`src/rtl/vcr_pkg.sv`:
```
package vcr_pkg;
   // register byte offsets
   localparam logic [11:0] OFS_STATUS = 12'h004;
   localparam logic [11:0] OFS_SHUTDOWN_KEY = 12'h008;
   localparam logic [11:0] OFS_IRQ_ENABLE = 12'h200;
   localparam logic [11:0] OFS_IRQ_STATUS = 12'h204;
   localparam logic [11:0] OFS_IRQ_CLEAR = 12'h208;
   localparam logic [11:0] OFS_IRQ_SET = 12'h20c;
   // field positions, shared by all four interrupt registers
   localparam int BIT_FELL = 0;
   localparam int BIT_ROSE = 1;
   localparam int IRQ_W = 2;
   // status register fields
   localparam int BIT_COMPARE = 0;
   localparam int BIT_POWERED_DOWN = 1;
   // key and reset values
   localparam logic [31:0] SHUTDOWN_KEY_VALUE = 32'h0000_0037;
   localparam logic [31:0] SHUTDOWN_KEY_RESET = 32'h0000_0000;
   localparam logic [1:0] IRQ_RESET = 2'h0;
endpackage

```
`src/rtl/vcr_regs.sv`:
```
// The implementer's own choice: the address-and-strobe port.
`timescale 1ns/10ps
// Summary of operation
// - A 32-bit read/write shutdown key register resets to zero and recognises the value 0x37.
// - Writing 0x37 to the key switches the comparator off; it is on from reset until then.
// - The enable register gates each event's interrupt: bit 1 rose, bit 0 fell.
// - The status register latches one flag per event at the enable bit positions, reset zero.
// - Writing one to a clear register bit resets that status flag; zero leaves it.
// - Writing one to a set register bit sets that status flag at once and raises the interrupt if that bit is enabled.
// - Bits 31 to 2 of the four interrupt registers read zero and ignore writes.
// - When enabled, the rose flag sets on a rising output or if high when its enable is set.
// - When enabled, the fell flag sets on a falling output or if low when its enable is set.
// - A read-only powered-down bit reads 1 while the comparator is off.
module vcr_regs (
   // clock and reset
   input wire logic i_core_clk,
   input wire logic i_reset,
   // register port
   input wire logic [11:0] i_addr,
   input wire logic [31:0] i_wdata,
   input wire logic i_wr,
   input wire logic i_rd,
   output logic [31:0] o_rdata,
   // comparator side
   input wire logic i_compare_result,
   output logic o_comparator_enable,
   output logic o_irq
);
   logic [31:0] shutdown_key_r;
   logic powered_down_r;
   logic [1:0] irq_enable_r;
   logic [1:0] irq_status_r;
   logic [1:0] irq_status_nxt;
   logic compare_prev_r;
   logic [1:0] event_hit;
   logic [1:0] newly_enabled;
   logic wr_enable;
   logic wr_clear;
   logic wr_set;
   logic [31:0] rdata_nxt;

   assign wr_enable = i_wr && (i_addr == vcr_pkg::OFS_IRQ_ENABLE);
   assign wr_clear = i_wr && (i_addr == vcr_pkg::OFS_IRQ_CLEAR);
   assign wr_set = i_wr && (i_addr == vcr_pkg::OFS_IRQ_SET);

   // key register; any value stored, only the key acts
   always_ff @(posedge i_core_clk) begin
      if (i_reset) begin
         shutdown_key_r <= vcr_pkg::SHUTDOWN_KEY_RESET;
      end else if (i_wr && (i_addr == vcr_pkg::OFS_SHUTDOWN_KEY)) begin
         shutdown_key_r <= i_wdata;
      end
   end

   // power-down latches on key; only reset powers back up, so a later write cannot undo it
   always_ff @(posedge i_core_clk) begin
      if (i_reset) begin
         powered_down_r <= 1'b0;
      end else if (i_wr && (i_addr == vcr_pkg::OFS_SHUTDOWN_KEY)
                   && (i_wdata == vcr_pkg::SHUTDOWN_KEY_VALUE)) begin
         powered_down_r <= 1'b1;
      end
   end

   // enable drives the comparator from a flop
   always_ff @(posedge i_core_clk) begin
      if (i_reset) begin
         o_comparator_enable <= 1'b1;
      end else if (i_wr && (i_addr == vcr_pkg::OFS_SHUTDOWN_KEY)
                   && (i_wdata == vcr_pkg::SHUTDOWN_KEY_VALUE)) begin
         o_comparator_enable <= 1'b0;
      end
   end

   // interrupt enable, low two bits only
   always_ff @(posedge i_core_clk) begin
      if (i_reset) begin
         irq_enable_r <= vcr_pkg::IRQ_RESET;
      end else if (wr_enable) begin
         irq_enable_r <= i_wdata[vcr_pkg::IRQ_W-1:0];
      end
   end

   // previous output level for edge detection
   always_ff @(posedge i_core_clk) begin
      if (i_reset) begin
         compare_prev_r <= 1'b0;
      end else begin
         compare_prev_r <= i_compare_result;
      end
   end

   // events: edges, plus level already present when the enable bit turns on
   always_comb begin
      newly_enabled = wr_enable ? (i_wdata[vcr_pkg::IRQ_W-1:0] & ~irq_enable_r) : 2'h0;
      event_hit[vcr_pkg::BIT_ROSE] = (irq_enable_r[vcr_pkg::BIT_ROSE]
         && i_compare_result && !compare_prev_r)
         || (newly_enabled[vcr_pkg::BIT_ROSE] && i_compare_result);
      event_hit[vcr_pkg::BIT_FELL] = (irq_enable_r[vcr_pkg::BIT_FELL]
         && !i_compare_result && compare_prev_r)
         || (newly_enabled[vcr_pkg::BIT_FELL] && !i_compare_result);
   end

   // status flags: set (event or soft set) wins over clear in the same cycle
   always_comb begin
      irq_status_nxt = irq_status_r;
      if (wr_clear) begin
         irq_status_nxt = irq_status_nxt & ~i_wdata[vcr_pkg::IRQ_W-1:0];
      end
      if (wr_set) begin
         irq_status_nxt = irq_status_nxt | i_wdata[vcr_pkg::IRQ_W-1:0];
      end
      irq_status_nxt = irq_status_nxt | event_hit;
   end

   always_ff @(posedge i_core_clk) begin
      if (i_reset) begin
         irq_status_r <= vcr_pkg::IRQ_RESET;
      end else begin
         irq_status_r <= irq_status_nxt;
      end
   end

   // interrupt follows the next-state so a soft set shows one cycle after the write
   always_ff @(posedge i_core_clk) begin
      if (i_reset) begin
         o_irq <= 1'b0;
      end else begin
         o_irq <= |(irq_status_nxt & (wr_enable ? i_wdata[vcr_pkg::IRQ_W-1:0]
                                                : irq_enable_r));
      end
   end

   // read mux; clear and set read as zero, unmapped reads zero
   always_comb begin
      rdata_nxt = 32'h0000_0000;
      unique case (i_addr)
         vcr_pkg::OFS_STATUS: begin
            rdata_nxt[vcr_pkg::BIT_COMPARE] = i_compare_result;
            rdata_nxt[vcr_pkg::BIT_POWERED_DOWN] = powered_down_r;
         end
         vcr_pkg::OFS_SHUTDOWN_KEY: rdata_nxt = shutdown_key_r;
         vcr_pkg::OFS_IRQ_ENABLE: rdata_nxt[vcr_pkg::IRQ_W-1:0] = irq_enable_r;
         vcr_pkg::OFS_IRQ_STATUS: rdata_nxt[vcr_pkg::IRQ_W-1:0] = irq_status_r;
         default: rdata_nxt = 32'h0000_0000;
      endcase
   end

   // read data valid only in the cycle after the strobe
   always_ff @(posedge i_core_clk) begin
      if (i_reset) begin
         o_rdata <= 32'h0000_0000;
      end else if (i_rd) begin
         o_rdata <= rdata_nxt;
      end else begin
         o_rdata <= 32'h0000_0000;
      end
   end

   property p_key_reset;
      @(posedge i_core_clk) $rose(i_reset) |=> (shutdown_key_r == vcr_pkg::SHUTDOWN_KEY_RESET);
   endproperty
   a_key_reset: assert property (p_key_reset) else $error("key not zero after reset");

   property p_key_off;
      @(posedge i_core_clk) disable iff (i_reset)
         (i_wr && i_addr == vcr_pkg::OFS_SHUTDOWN_KEY && i_wdata == vcr_pkg::SHUTDOWN_KEY_VALUE)
         |=> !o_comparator_enable ##1 !o_comparator_enable;
   endproperty
   a_key_off: assert property (p_key_off) else $error("key did not power down");

   // power-down is one way; only reset may bring the comparator back
   property p_pwd_hold;
      @(posedge i_core_clk) disable iff (i_reset)
         !o_comparator_enable |=> !o_comparator_enable;
   endproperty
   a_pwd_hold: assert property (p_pwd_hold) else $error("comparator powered back up");

   property p_gate;
      @(posedge i_core_clk) disable iff (i_reset)
         (irq_enable_r == vcr_pkg::IRQ_RESET && !wr_enable) |=> !o_irq;
   endproperty
   a_gate: assert property (p_gate) else $error("irq without enable");

   property p_clear;
      @(posedge i_core_clk) disable iff (i_reset)
         (wr_clear && i_wdata[vcr_pkg::BIT_FELL] && !wr_set
          && !event_hit[vcr_pkg::BIT_FELL]) |=> !irq_status_r[vcr_pkg::BIT_FELL];
   endproperty
   a_clear: assert property (p_clear) else $error("clear failed");

   property p_set;
      @(posedge i_core_clk) disable iff (i_reset)
         (wr_set && i_wdata[vcr_pkg::BIT_ROSE] && irq_enable_r[vcr_pkg::BIT_ROSE])
         |=> irq_status_r[vcr_pkg::BIT_ROSE] && o_irq;
   endproperty
   a_set: assert property (p_set) else $error("soft set failed");

   property p_rsvd;
      @(posedge i_core_clk) disable iff (i_reset)
         (i_rd && i_addr == vcr_pkg::OFS_IRQ_STATUS) |=> (o_rdata[31:2] == 30'h0);
   endproperty
   a_rsvd: assert property (p_rsvd) else $error("reserved bits not zero");

   property p_rise;
      @(posedge i_core_clk) disable iff (i_reset)
         (irq_enable_r[vcr_pkg::BIT_ROSE] && !compare_prev_r && i_compare_result)
         |=> irq_status_r[vcr_pkg::BIT_ROSE];
   endproperty
   a_rise: assert property (p_rise) else $error("rise missed");

   property p_fall;
      @(posedge i_core_clk) disable iff (i_reset)
         (irq_enable_r[vcr_pkg::BIT_FELL] && compare_prev_r && !i_compare_result)
         |=> irq_status_r[vcr_pkg::BIT_FELL];
   endproperty
   a_fall: assert property (p_fall) else $error("fall missed");

   property p_pwd;
      @(posedge i_core_clk) disable iff (i_reset)
         (i_rd && i_addr == vcr_pkg::OFS_STATUS)
         |=> (o_rdata[vcr_pkg::BIT_POWERED_DOWN] == !o_comparator_enable);
   endproperty
   a_pwd: assert property (p_pwd) else $error("powered-down bit wrong");

   property p_irq;
      @(posedge i_core_clk) disable iff (i_reset)
         (|(irq_status_r & irq_enable_r)) |-> o_irq;
   endproperty
   a_irq: assert property (p_irq) else $error("irq not asserted");
endmodule // vcr_regs

```
`config.mk`:
```
export PLATFORM = sky130hd
export DESIGN_NAME = vcr_regs
export DESIGN_NICKNAME = d
export VERILOG_FILES = /design/src/rtl/vcr_pkg.sv /design/src/rtl/vcr_regs.sv
export SDC_FILE = /design/constraint.sdc
export NUM_CORES = 1
export LEC_CHECK = 0
export CAP_MARGIN = 25
export CORE_ASPECT_RATIO = 0.9
export CORE_MARGIN = 2
export CORE_UTILIZATION = 50
export CTS_CLUSTER_SIZE = 16
export DETAILED_ROUTE_END_ITERATION = 16
export DONT_BUFFER_PORTS = 1
export GPL_TIMING_DRIVEN = 1
export SYNTH_ARGS = -nofsm -noshare
export SYNTH_HDL_FRONTEND = slang
export SYNTH_SLANG_ARGS = --single-unit
```
`constraint.sdc`:
```
create_clock -name i_core_clk -period 2.09 [get_ports i_core_clk]
set_clock_uncertainty 0.15 [all_clocks]
set_input_delay 0.3135 -clock i_core_clk [delete_from_list [all_inputs] [get_ports i_core_clk]]
set_output_delay 0.3135 -clock i_core_clk [all_outputs]
set_load 0.02 [all_outputs]
```
==> reports/metrics.csv <==
metric;value;unit
run status;completed;
R2R setup slack;0.77;ns
pin count of the biggest net entering global routing;40;
max-slew violations;0;
crit path kind;input port to register;
CTS tree;done;
RSZ-0062 raised after global routing;no;
GRT overflow;0;
clock root buffer;clkbuf_8;
critical path fanouts, max;16;
Area after DPL;0.002620;mm2
die area;0.005746;mm2
setup_tns;0;ns
die height;72.12;um
dpl cells;295;
relative slew slack;0.7223;
synth warn;0;
clock buffer count from CTS;9;
Final period util;0.9571;
DR DRC count;0;
number of placed I/O pins;83;
DRT Pass-1 Iters;4;
synth unique cells;32;
FILL cells;392;
main combinational cell family by area after synthesis;simple AND/OR/NAND/NOR gates;
cell count after synthesis;236;
Seq. cell area;0.001441;mm2
CTS HTree Levels;3;
Sinks on Clock Net;72;
mux share of post-synthesis cell area;0.1476;
1st-iter DRT viols;70;
routed vias/inst;5.191;
Setup crit end kind;register;
dominant cell type by area after synthesis;dfxtp_1;
post-synth top area share;0.5592;
Vias;1796;
Die Wd;79.68;um
Period minus WS final;2.000;ns
Arrival @ worst endpoint;2.08;ns
Non-Filler Instances;346;
commonest non-fill, non-tap cell in the layout;dfxtp_1;
largest cells by area after synthesis;dfxtp_1 56%, mux2i_1 15%, and2_1 7.3%;
layout cells sized above 1;0.09964;
Post-synth top flop;dfxtp_1;
number of flops mapped to enable cells by yosys;0;
Yosys reg bits;72;
std cell rows;24;
multi-input logic area;0.001057;mm2
Initial Util;0.5266;
register area share after synthesis;0.5592;
setup repair bufs after CTS;0;
# setup viols final;0;
Synth Area in Compound Gates;0.03398;
post-route ant nets;0;
Worst-path clk slew;0.07;ns
initial antenna violation count;0;
Pleak;1.526;nW
total global-route track usage;0.2013;
Least-Margin Pin Slew;0.4127;ns
post-route cell area;0.003216;mm2
xor and xnor area share after synthesis;0;
Placer Congestion;0.7585;
Hold Path Class;input port to register;
Area Growth Syn to Fin;24.76;%
PD cells;833.6;mW/mm2
Post-Route WL;5.376;mm
Clk Latency, worst-skew pair;0.33;ns
Fin Hold WS;0.02246;ns
ys async rst share;0;
most frequent cells in the layout;72 x dfxtp_1, 38 x nor2_1, 38 x mux2i_1, 34 x dlygate4sd3_1, 30 x and2_1;
crit path launch type;input port;
core area;0.004895;mm2
Syn Nets;285;
final hold vios;0;
Worst Path Required;2.16;ns
final core occ;0.6570;
post-synthesis adder-cell area fraction;0;
diodes inserted;0;
post-synthesis simple-gate area fraction;0.2267;
number of global-route vias before repair;1808;
VDD IR max;0.6011;mV
Clock Tree Buf Depth;2;
fmax;499.9;MHz
first-pass GRT wire length;8.742;mm
syn avg cell area;10.92;um2
Avg WL per Cell;15.54;um
hpwl dp;3.578;mm
max-capacitance violation count;0;
post-synthesis cell area;0.002577;mm2
nets;325;
port bufs;0;
-- synthesized netlist by cell type (all sizes together) (4+ instances only) --
| cell type | instances |
|---|---|
| dfxtp | 72 |
| mux2i | 38 |
| nor2 | 38 |
| and2 | 30 |
| buf | 7 |
| nor4 | 7 |
| nand2 | 5 |
| nand4 | 5 |
| clkbuf | 4 |
| nor2b | 4 |
| nor3 | 4 |
-- sequential cells by signal, indices dropped and copies added, names as in the netlist --
register	cells
compare_prev_r	1
irq_enable_r	2
irq_status_r	2
o_comparator_enable	1
o_irq	1
o_rdata	32
powered_down_r	1
shutdown_key_r	32
-- worst max-delay path, cell delays in order --
cell and delay, ns:
nor4_4 0.32, and3_2 0.29, nand3_2 0.12, buf_4 0.24
mux2i_1 0.18, nor2_1 0.05, dlygate4sd3_1 0.56
-- what timing repair did --
| item | 4_1_cts | 5_1_grt |
|---|---|---|
| setup endpoints to repair | 0 | 1 |
| gates resized for setup | 0 | 1 |
| hold buffers | 35 | 0 |
| endpoints found under the hold margin | 41 | 0 |
-- layout make-up --
type	count	share of cell area
sequential	72	0.4482
timing repair buffer	40	0.1237
tap	65	0.02529
clock buffer	11	0.04708
inverter	2	0.002335
clock inverter	5	0.02451
multi-input combinational	151	0.3288
-- worst paths after layout --
check | startpoint | end | depth (start not counted)
setup reg to reg | shutdown_key_r[8] | shutdown_key_r[8] | 3
hold / removal | i_addr[9] | o_rdata[0] | 2
setup / recovery | i_addr[1] | shutdown_key_r[8] | 7
hold reg to reg | shutdown_key_r[24] | o_rdata[24] | 1
-- stage by stage --
step	total power, mW	setup slack (ns)
2_1_floorplan	1.436	0.4005
6_report	2.680	0.08964
3_5_place_dp	1.428	0.2576
3_3_place_gp	1.427	0.3385
4_1_cts	2.713	0.1114
5_1_grt	2.786	0.001053
-- cell families (layout without fill, tap and decap cells) --
kind of cell	count (synthesis)	in the layout
AO/OA/AOI/OAI	11	11
buffers and inverters	13	58
flip-flops	72	72
multiplexers	38	38
AND/OR/NAND/NOR	102	102
-- where the power goes --
group / leakage, nW / switching [mW] / total [mW] / internal [mW]
logic: 0.827 / 0.0328 / 0.0924 / 0.0596
clock network: 0.119 / 0.481 / 1.22 / 0.735
registers: 0.580 / 0.000526 / 1.37 / 1.37
-- routing by layer --
layer | GRT usage | routed length, um | share of wire
met1 | 0.2344 | 2286 | 0.43
met2 | 0.3361 | 2589 | 0.48
met3 | 0.09453 | 458 | 0.085
met4 | 0.05172 | 42 | 0.0078
met5 | 0 | 0 | 0
Note: power is estimated with default switching activity, not from simulation.
